[config.mk]
export PLATFORM = sky130hd
export DESIGN_NAME = dpbc_power_control
export DESIGN_NICKNAME = d
export VERILOG_FILES = /design/src/hw/dpbc_power_control.v
export VERILOG_INCLUDE_DIRS = /design/src /design/src/hw
export SDC_FILE = /design/constraint.sdc
export NUM_CORES = 1
export LEC_CHECK = 0
export BUFFER_PORTS_ARGS = -buffer_cell sky130_fd_sc_hd__buf_2
export CORE_ASPECT_RATIO = 1.5
export CORE_MARGIN = 2
export CORE_UTILIZATION = 43
export DETAILED_ROUTE_END_ITERATION = 10
export GPL_TIMING_DRIVEN = 0
export PLACE_DENSITY = 0.72
export SLEW_MARGIN = 20
export SYNTH_ARGS = -nofsm -noshare
export SYNTH_HDL_FRONTEND = slang
export SYNTH_SLANG_ARGS = --single-unit
[constraint.sdc]
create_clock -name clk -period 1.7 [get_ports clk]
set_input_delay 0.085 -clock clk [delete_from_list [all_inputs] [get_ports clk]]
set_output_delay 0.085 -clock clk [all_outputs]
set_load 0.05 [all_outputs]
[src/hw/dpbc_regs.vh]
// Constants for the DAC power-on / supply-droop reset control block.
// Assumes inclusion by the design file only; definitions only.
`ifndef DPBC_REGS_VH
`define DPBC_REGS_VH

`define DPBC_SHIFT_DEFAULT  8'h40
`define DPBC_WIPER_DEFAULT  7'h20
`define DPBC_WIPER_W        7
`define DPBC_SHIFT_W        8

`define DPBC_PIN_COUNT      2
`define DPBC_SCL_BIT        0
`define DPBC_SDA_BIT        1
`define DPBC_LINE_IDLE      1'h1

`define DPBC_ST_HELD        2'h0
`define DPBC_ST_LOAD        2'h1
`define DPBC_ST_RUN         2'h2

`endif

[src/hw/dpbc_power_control.v]
// Reset and power-state control for a volatile 7-bit DAC wiper.
// Assumes bus pins and the supply trip input arrive asynchronously; the
// command decoder sits elsewhere and presents wiper and shift register
// loads on same-clock strobes.
//
// Operation
// - On reset release load shift register with 40h and wiper with 20h.
// - After reset release enable digital operation and accept serial transactions.
// - While supply droop reset is asserted, disable interface and ignore bus.
// - Wiper setting held in 7-bit volatile register, reinitialised at every release.
// - A Stop condition puts the interface into the static state.
// - A Start condition makes the interface active, leaving the static state.
// - Start is data falling while clock is high.
// - Stop is data rising while clock is high.

`timescale 1ns/1ps
`default_nettype none
`include "dpbc_regs.vh"

module dpbc_power_control (
  input  wire                      clk,
  input  wire                      reset,
  input  wire                      supply_droop_reset_n,
  input  wire                      scl_in,
  input  wire                      sda_in,
  input  wire                      wr_valid,
  input  wire [`DPBC_WIPER_W-1:0]  wr_data,
  input  wire                      shift_load,
  input  wire [`DPBC_SHIFT_W-1:0]  shift_data,
  output reg  [`DPBC_WIPER_W-1:0]  wiper_setting,
  output reg  [`DPBC_SHIFT_W-1:0]  serial_shift_register,
  output reg                       digital_enable,
  output reg                       serial_active,
  output reg                       start_seen,
  output reg                       stop_seen
);

  // State codes stay binary so the state fits a two-bit register; in_state decodes it
  localparam [1:0] ST_HELD = `DPBC_ST_HELD;
  localparam [1:0] ST_LOAD = `DPBC_ST_LOAD;
  localparam [1:0] ST_RUN  = `DPBC_ST_RUN;

  wire                       droop_any;
  reg                        droop_s1;
  reg                        droop_s2;
  reg  [1:0]                 state;
  reg  [1:0]                 next_state;
  wire [`DPBC_PIN_COUNT-1:0] pin_raw;
  wire [`DPBC_PIN_COUNT-1:0] pin_now;
  wire [`DPBC_PIN_COUNT-1:0] pin_prev;
  wire                       load_phase;
  wire                       run_phase;
  wire                       start_cond;
  wire                       stop_cond;
  reg  [`DPBC_WIPER_W-1:0]   next_wiper;
  reg  [`DPBC_SHIFT_W-1:0]   next_shift;
  reg                        next_enable;
  reg                        next_active;
  reg                        next_start;
  reg                        next_stop;
  genvar                     g;

  // Shared state decode for the load and run phases
  function in_state;
    input [1:0] current;
    input [1:0] code;
    begin
      in_state = (current == code);
    end
  endfunction

  // One decoder serves both conditions so Start and Stop share their timing
  function bus_cond;
    input [`DPBC_PIN_COUNT-1:0] prev;
    input [`DPBC_PIN_COUNT-1:0] cur;
    input                       data_rises;
    begin
      bus_cond = prev[`DPBC_SCL_BIT] & cur[`DPBC_SCL_BIT] &
                 (prev[`DPBC_SDA_BIT] ^ cur[`DPBC_SDA_BIT]) &
                 (cur[`DPBC_SDA_BIT] == data_rises);
    end
  endfunction

  // Either reset source holds the block; assertion acts at once
  // Limitation: a droop shorter than a clock period still resets everything,
  // since the reset path is asynchronous and needs no clock
  assign droop_any = reset | ~supply_droop_reset_n;

  // Release passes two stages so defaults load on a clean edge
  always @(posedge clk or posedge droop_any) begin
    if (droop_any) begin
      droop_s1 <= 1'h0;
      droop_s2 <= 1'h0;
    end else begin
      droop_s1 <= 1'h1;
      droop_s2 <= droop_s1;
    end
  end

  // Release takes two sync edges, one edge into load and one to load
  // defaults; strobes are honoured from the fifth edge on
  always @* begin
    next_state = state;
    case (state)
      ST_HELD: begin
        if (droop_s2) begin
          next_state = ST_LOAD;
        end
      end
      ST_LOAD: begin
        next_state = ST_RUN;
      end
      ST_RUN: begin
        next_state = ST_RUN;
      end
      default: begin
        next_state = ST_HELD;
      end
    endcase
  end

  always @(posedge clk or posedge droop_any) begin
    if (droop_any) begin
      state <= ST_HELD;
    end else begin
      state <= next_state;
    end
  end

  assign pin_raw[`DPBC_SCL_BIT] = scl_in;
  assign pin_raw[`DPBC_SDA_BIT] = sda_in;

  // First stage feeds only the second; the third keeps the previous settled
  // sample. Idle-high reset values keep a false edge from following release.
  generate
    for (g = 0; g < `DPBC_PIN_COUNT; g = g + 1) begin : pin_sync
      reg stage1;
      reg stage2;
      reg stage3;
      always @(posedge clk or posedge droop_any) begin
        if (droop_any) begin
          stage1 <= `DPBC_LINE_IDLE;
          stage2 <= `DPBC_LINE_IDLE;
          stage3 <= `DPBC_LINE_IDLE;
        end else begin
          stage1 <= pin_raw[g];
          stage2 <= stage1;
          stage3 <= stage2;
        end
      end
      assign pin_now[g]  = stage2;
      assign pin_prev[g] = stage3;
    end
  endgenerate

  // Strobes and bus conditions count only in the run phase; everything
  // else is ignored until digital operation is enabled
  assign load_phase = in_state(state, ST_LOAD);
  assign run_phase  = in_state(state, ST_RUN);

  // Clock must be high on both samples so a clock edge is not mistaken
  assign start_cond = run_phase & bus_cond(pin_prev, pin_now, 1'h0);
  assign stop_cond  = run_phase & bus_cond(pin_prev, pin_now, 1'h1);

  always @* begin
    next_wiper  = wiper_setting;
    next_shift  = serial_shift_register;
    next_enable = digital_enable;
    next_active = serial_active;
    next_start  = 1'h0;
    next_stop   = 1'h0;
    if (load_phase) begin
      next_wiper  = `DPBC_WIPER_DEFAULT;
      next_shift  = `DPBC_SHIFT_DEFAULT;
      next_enable = 1'h1;
      next_active = 1'h0;
    end
    if (run_phase) begin
      // Writes that a droop interrupted leave the value to the master
      if (wr_valid) begin
        next_wiper = wr_data;
      end
      if (shift_load) begin
        next_shift = shift_data;
      end
    end
    // Start wins; both in one sample cannot come from a legal bus
    if (start_cond) begin
      next_active = 1'h1;
      next_start  = 1'h1;
    end else if (stop_cond) begin
      next_active = 1'h0;
      next_stop   = 1'h1;
    end
  end

  // Outputs are registered directly so nothing combinational reaches a pin
  always @(posedge clk or posedge droop_any) begin
    if (droop_any) begin
      wiper_setting         <= `DPBC_WIPER_DEFAULT;
      serial_shift_register <= `DPBC_SHIFT_DEFAULT;
      digital_enable        <= 1'h0;
      serial_active         <= 1'h0;
      start_seen            <= 1'h0;
      stop_seen             <= 1'h0;
    end else begin
      wiper_setting         <= next_wiper;
      serial_shift_register <= next_shift;
      digital_enable        <= next_enable;
      serial_active         <= next_active;
      start_seen            <= next_start;
      stop_seen             <= next_stop;
    end
  end

endmodule

`default_nettype wire

* Word-level counts from Yosys, hierarchy flattened
Index checks and enable logic that the tools add are counted.
** Operators by class
- Multiplexer cells :: 14
- Bitwise logic cells :: 10
- Eq/ne operators :: 3
- Reduce and logical (&&, ||, !) cells :: 3
** Operator list (count)
- 2-to-1 mux 8 bit :: 3
- 2-to-1 mux 7 bit :: 3
- bitwise AND 1 bit :: 6
- 2-to-1 mux 1 bit :: 6
- one-hot mux 2 bit (2 select lines) :: 1
- nonzero test 3 bit :: 1
- equality test 2 x 1 -> 1 bit, second input constant :: 1
- equality test 2 bit, second input constant :: 1
- logical NOT 2 bit :: 1
- 2-to-1 mux 2 bit :: 1
- inequality test 2 bit, second input constant :: 1
- inverter 1 bit :: 2
- OR reduction 2 bit :: 1
- OR 1 bit :: 1
- XOR 1 bit :: 1
** Word-level totals
- Input port bits :: 22
- Output and inout bits :: 19
- Bits in registers :: 29

* Logic depth before layout (Yosys ltp)
- Word-level depth :: 6
- Mapped depth :: 7
- Gate-level depth less buffers :: 5

* Worst setup path before layout
Ideal clock, no wire load.
- Path type :: flip-flop to flip-flop
- From :: register state[0]
- To :: register serial_shift_register[0]
- Arrival :: 1.115 ns
- Clock period less this slack :: 1.241 ns
- Path buffers :: 2
- Slack :: 0.459 ns
- Library setup time :: 0.126 ns
- Stages on the path, launching flop included :: 8
- Cells stage by stage :: dfrtp_1 inv_1 ha_1 and2_1 buf_6 buf_8 nand2_1 o21ai_0
** On the way
- Cells in the longest elaborated chain, start to end :: 4
- Elaborated cells between the ends (all ways) :: 5
- Classes of those cells :: 2 x eq/ne; 3 x mux
** RTL lines
- start, declared :: RTL line dpbc_power_control.v:46 : reg [1:0] state;
- start signal, assigned :: RTL line dpbc_power_control.v:126 : state <= next_state;
- equality test 2 x 1 -> 1 bit :: RTL line dpbc_power_control.v:68 : in_state = (current == code);
- 2-to-1 mux 8 bit :: RTL line dpbc_power_control.v:172 : if (load_phase) begin
- 2-to-1 mux 8 bit :: RTL line dpbc_power_control.v:183 : if (shift_load) begin
- 2-to-1 mux 8 bit * :: RTL line dpbc_power_control.v:178 : if (run_phase) begin
- named net next_shift[0] :: RTL line dpbc_power_control.v:56 : reg [`DPBC_SHIFT_W-1:0] next_shift;
- end signal, assigned :: RTL line dpbc_power_control.v:201 : serial_shift_register <= `DPBC_SHIFT_DEFAULT;
- end signal, assigned :: RTL line dpbc_power_control.v:208 : serial_shift_register <= next_shift;
- end, declared :: RTL line dpbc_power_control.v:31 : output reg [`DPBC_SHIFT_W-1:0] serial_shift_register,
Mark *: on every way through the listed nets, which the timed path passes. The rest lies on a longest branch.
A chain may end at the register's enable or synchronous reset.

* Final worst setup path
- From :: register state[0]
- To :: register serial_shift_register[4]
Same word-level chain as after synthesis.

==> impl_metrics.py <==
metrics = {
    "timing": {
        "setup_viol_count_final": 0,
        "timing.clock.skew_ns": 0.00486,
        "hold-worst-slack_ns": -0.00891,
        "final.setup.tns_ns": 0,
        "timing_hold_violations_final": 10,
        "worst_slew_margin_rel_pct": 50.2,
        "layout_setup_ws_ns": 0.329,
        "worst_pin_slew_ns": 0.745,
        "post-route-min-period_ns": 1.37,
        "layout_worst_path_cycle_share_pct": 80.7,
        "fmax_ghz": 0.729,
        "finalMaxSlewViolations": 0,
        "rsz_0062_raised_after_global_routing": "false",
    },
    "grt": {
        "grt_overflow_total": 0,
        "antenna_found_initial": 0,
        "number_of_global_route_vias_before_repair": 802,
        "grt_first_pass_wirelength_um": 3330,
        "grtUsageTotal_pct": 15.5,
        "grt_start_max_net_pins": 30,
    },
    "place": {
        "detailed_place.area_mm2": 0.00140,
        "pre_cts_slack_ns": 0.303,
        "place_hpwl_um": 1600,
        "port-buffer-count": 40,
        "post-place-cells": 177,
        "finalWeightedCongestion": 0.729,
    },
    "clocking": {
        "tritoncts": "yes",
        "numCtsBuffers": 5,
        "h-tree-depth": 2,
        "number_of_clock_sinks_seen_by_cts": 29,
        "ctsLongestPathBuffers": 2,
        "clk_root_buffer_cell": "clkbuf_8",
        "clk_pin_slew_worst_paths_ns": 0.06,
        "insertion_delay_ns": 0.27,
    },
    "power": {
        "design_power_total_mw": 3.11,
        "power.static_leakage_nw": 0.761,
        "ir_worst_vdd_uv": 1010,
        "powerDensity_mw_per_mm2": 2020,
    },
    "finish": {
        "fin_nets": 175,
        "antenna_cells": 0,
        "final_layout_size_suffix_gt1_share_pct": 42.7,
        "commonest_cells_after_routing_fill_and_taps_aside": "buf_2, dfrtp_1, nand2_1",
        "postLayoutCellArea_mm2": 0.00154,
        "layout_commonest_cell": "buf_2",
        "utilization_pct": 58.8,
        "n_fill_cell": 226,
        "instances_no_fill": 187,
        "area_growth_pct": 34.0,
    },
    "floorplanning": {
        "initial_utilization_pct": 43.9,
        "design.portCount": 41,
        "floorplan.rows": 23,
        "design.core.area_mm2": 0.00262,
        "die_height_um": 67.3,
        "area_of_the_die_mm2": 0.00311,
        "die_x_um": 46.2,
    },
    "route": {
        "finalWirelength_um": 2050,
        "routed_antenna_nets": 0,
        "avgRoutedWirePerCell_um": 11.0,
        "drt_first_iter_violations": 10,
        "route.vias.total": 832,
        "drt_pass1_iterations": 4,
        "avgViaCountPerCell": 4.45,
        "post_route_drc_violation_count": 0,
    },
    "yosys": {
        "netlist_area_mm2": 0.00115,
        "synth_nets": 126,
        "syn-mean-instance-area_um2": 11.5,
        "synthCells": 100,
        "synth-seq-area-share_pct": 64.0,
        "ys_types": 22,
        "asyncSetResetFlopFracSynth_pct": 100,
        "dominantRegCellSynth": "dfrtp_1",
        "ys.warnings.count": 0,
        "synth-edff-count": 0,
        "yosys_register_bits": 29,
    },
    "critical_path": {
        "worstSetupStartpointType": "register",
        "critical_path_arrival_ns": 1.52,
        "cp_cell_sequence": "inv_1 -> ha_1 -> and2_1 -> buf_6 -> buf_8 -> nand2_1 -> o21ai_0",
        "worst_setup_path_end_kind": "register",
        "crit_family": "flip-flops",
        "slowest_stage": "dfrtp_1",
        "timing.critical_path.fanout_max": 10,
        "crit_path_max_incr_delay_ns": 0.35,
        "cp_class": "register to register",
        "data_required_time_of_the_worst_path_ns": 1.85,
        "worst-path-buf-inv": 3,
    },
    "worst_hold_path": {
        "hold_class": "input port to async pin",
    },
    "flow_run": {
        "maxCapViolCount": 0,
    },
    "outcome": {
        "outcome": "complete, but fails checks",
        "failed_checks": "hold timing",
    },
}
## cell families after synthesis
group,synth area share [%]
other cells,0.326
compound gates,8.81
simple gates,18.2
fa+ha+maj,4.35
buf+inv,4.35
flops,64.0
## flip-flops by register name (all words and copies together), names as in the netlist, 2 cells and up
name / flops
pin_sync.stage1: 2
pin_sync.stage2: 2
pin_sync.stage3: 2
serial_shift_register: 8
state: 2
wiper_setting: 7
## cell type report
type / instances / area, um^2 / area share (%)
sequential: 29 / 736 / 47.8
multi-input combinational: 64 / 372 / 24.1
timing repair buffer: 42 / 220 / 14.3
clock buffer: 7 / 86.3 / 5.61
tap: 37 / 46.3 / 3.01
buffer: 4 / 38.8 / 2.52
clock inverter: 1 / 30.0 / 1.95
inverter: 3 / 11.3 / 0.731
## synthesized netlist by cell type (2+ instances only)
master	count	area share, %
o21ai_0	15	6.5
nand2b_1	14	7.6
nand2_1	17	5.5
nor2_1	3	0.98
ha_1	4	4.4
inv_1	3	0.98
dfrtp_1	21	46
dfstp_2	8	18
o21ai_2	2	1.5
## power breakdown
part           internal, mW  switching (mW)
Combinational         0.381           0.992
Clock                 0.477           0.234
Sequential            0.923           0.102
## metal layers
metal	track usage (%)	routed length, um	vias to the layer above
li1	-	-	420
met1	16.1	781	383
met2	25.9	1120	25
met3	5.88	111	4
met4	8.57	38	0
met5	0	0	-
## final timing paths
path | from | cells past startpoint | slack, ns | end
min in group clk | shift_data[6] | 3 | 0.02 | serial_shift_register[6]
max in group asynchronous | reset | 2 | 1.22 | state[1]
min reg2reg | droop_s1 | 0 | 0.35 | droop_s2
max | state[0] | 7 | 0.33 | serial_shift_register[4]
min | supply_droop_reset_n | 2 | -0.009 | digital_enable
max reg2reg | state[0] | 7 | 0.33 | serial_shift_register[4]
## worst register-to-register path, delay by kind of cell, from the launching register on
family,cells,cell delay (ns)
AO/OA/AOI/OAI,1,0.08
adder cells (fa/ha/maj),1,0.25
buffers and inverters,3,0.35
flip-flops,1,0.35
AND/OR/NAND/NOR,2,0.22
## repair_timing
item | in CTS | in global routing
hold buffers | 2 | 0
gates resized for setup | 0 | 0
hold endpoints to repair | 2 | 0
buffers inserted | 0 | 0
No activity file was read; power rests on OpenSTA's default activity.
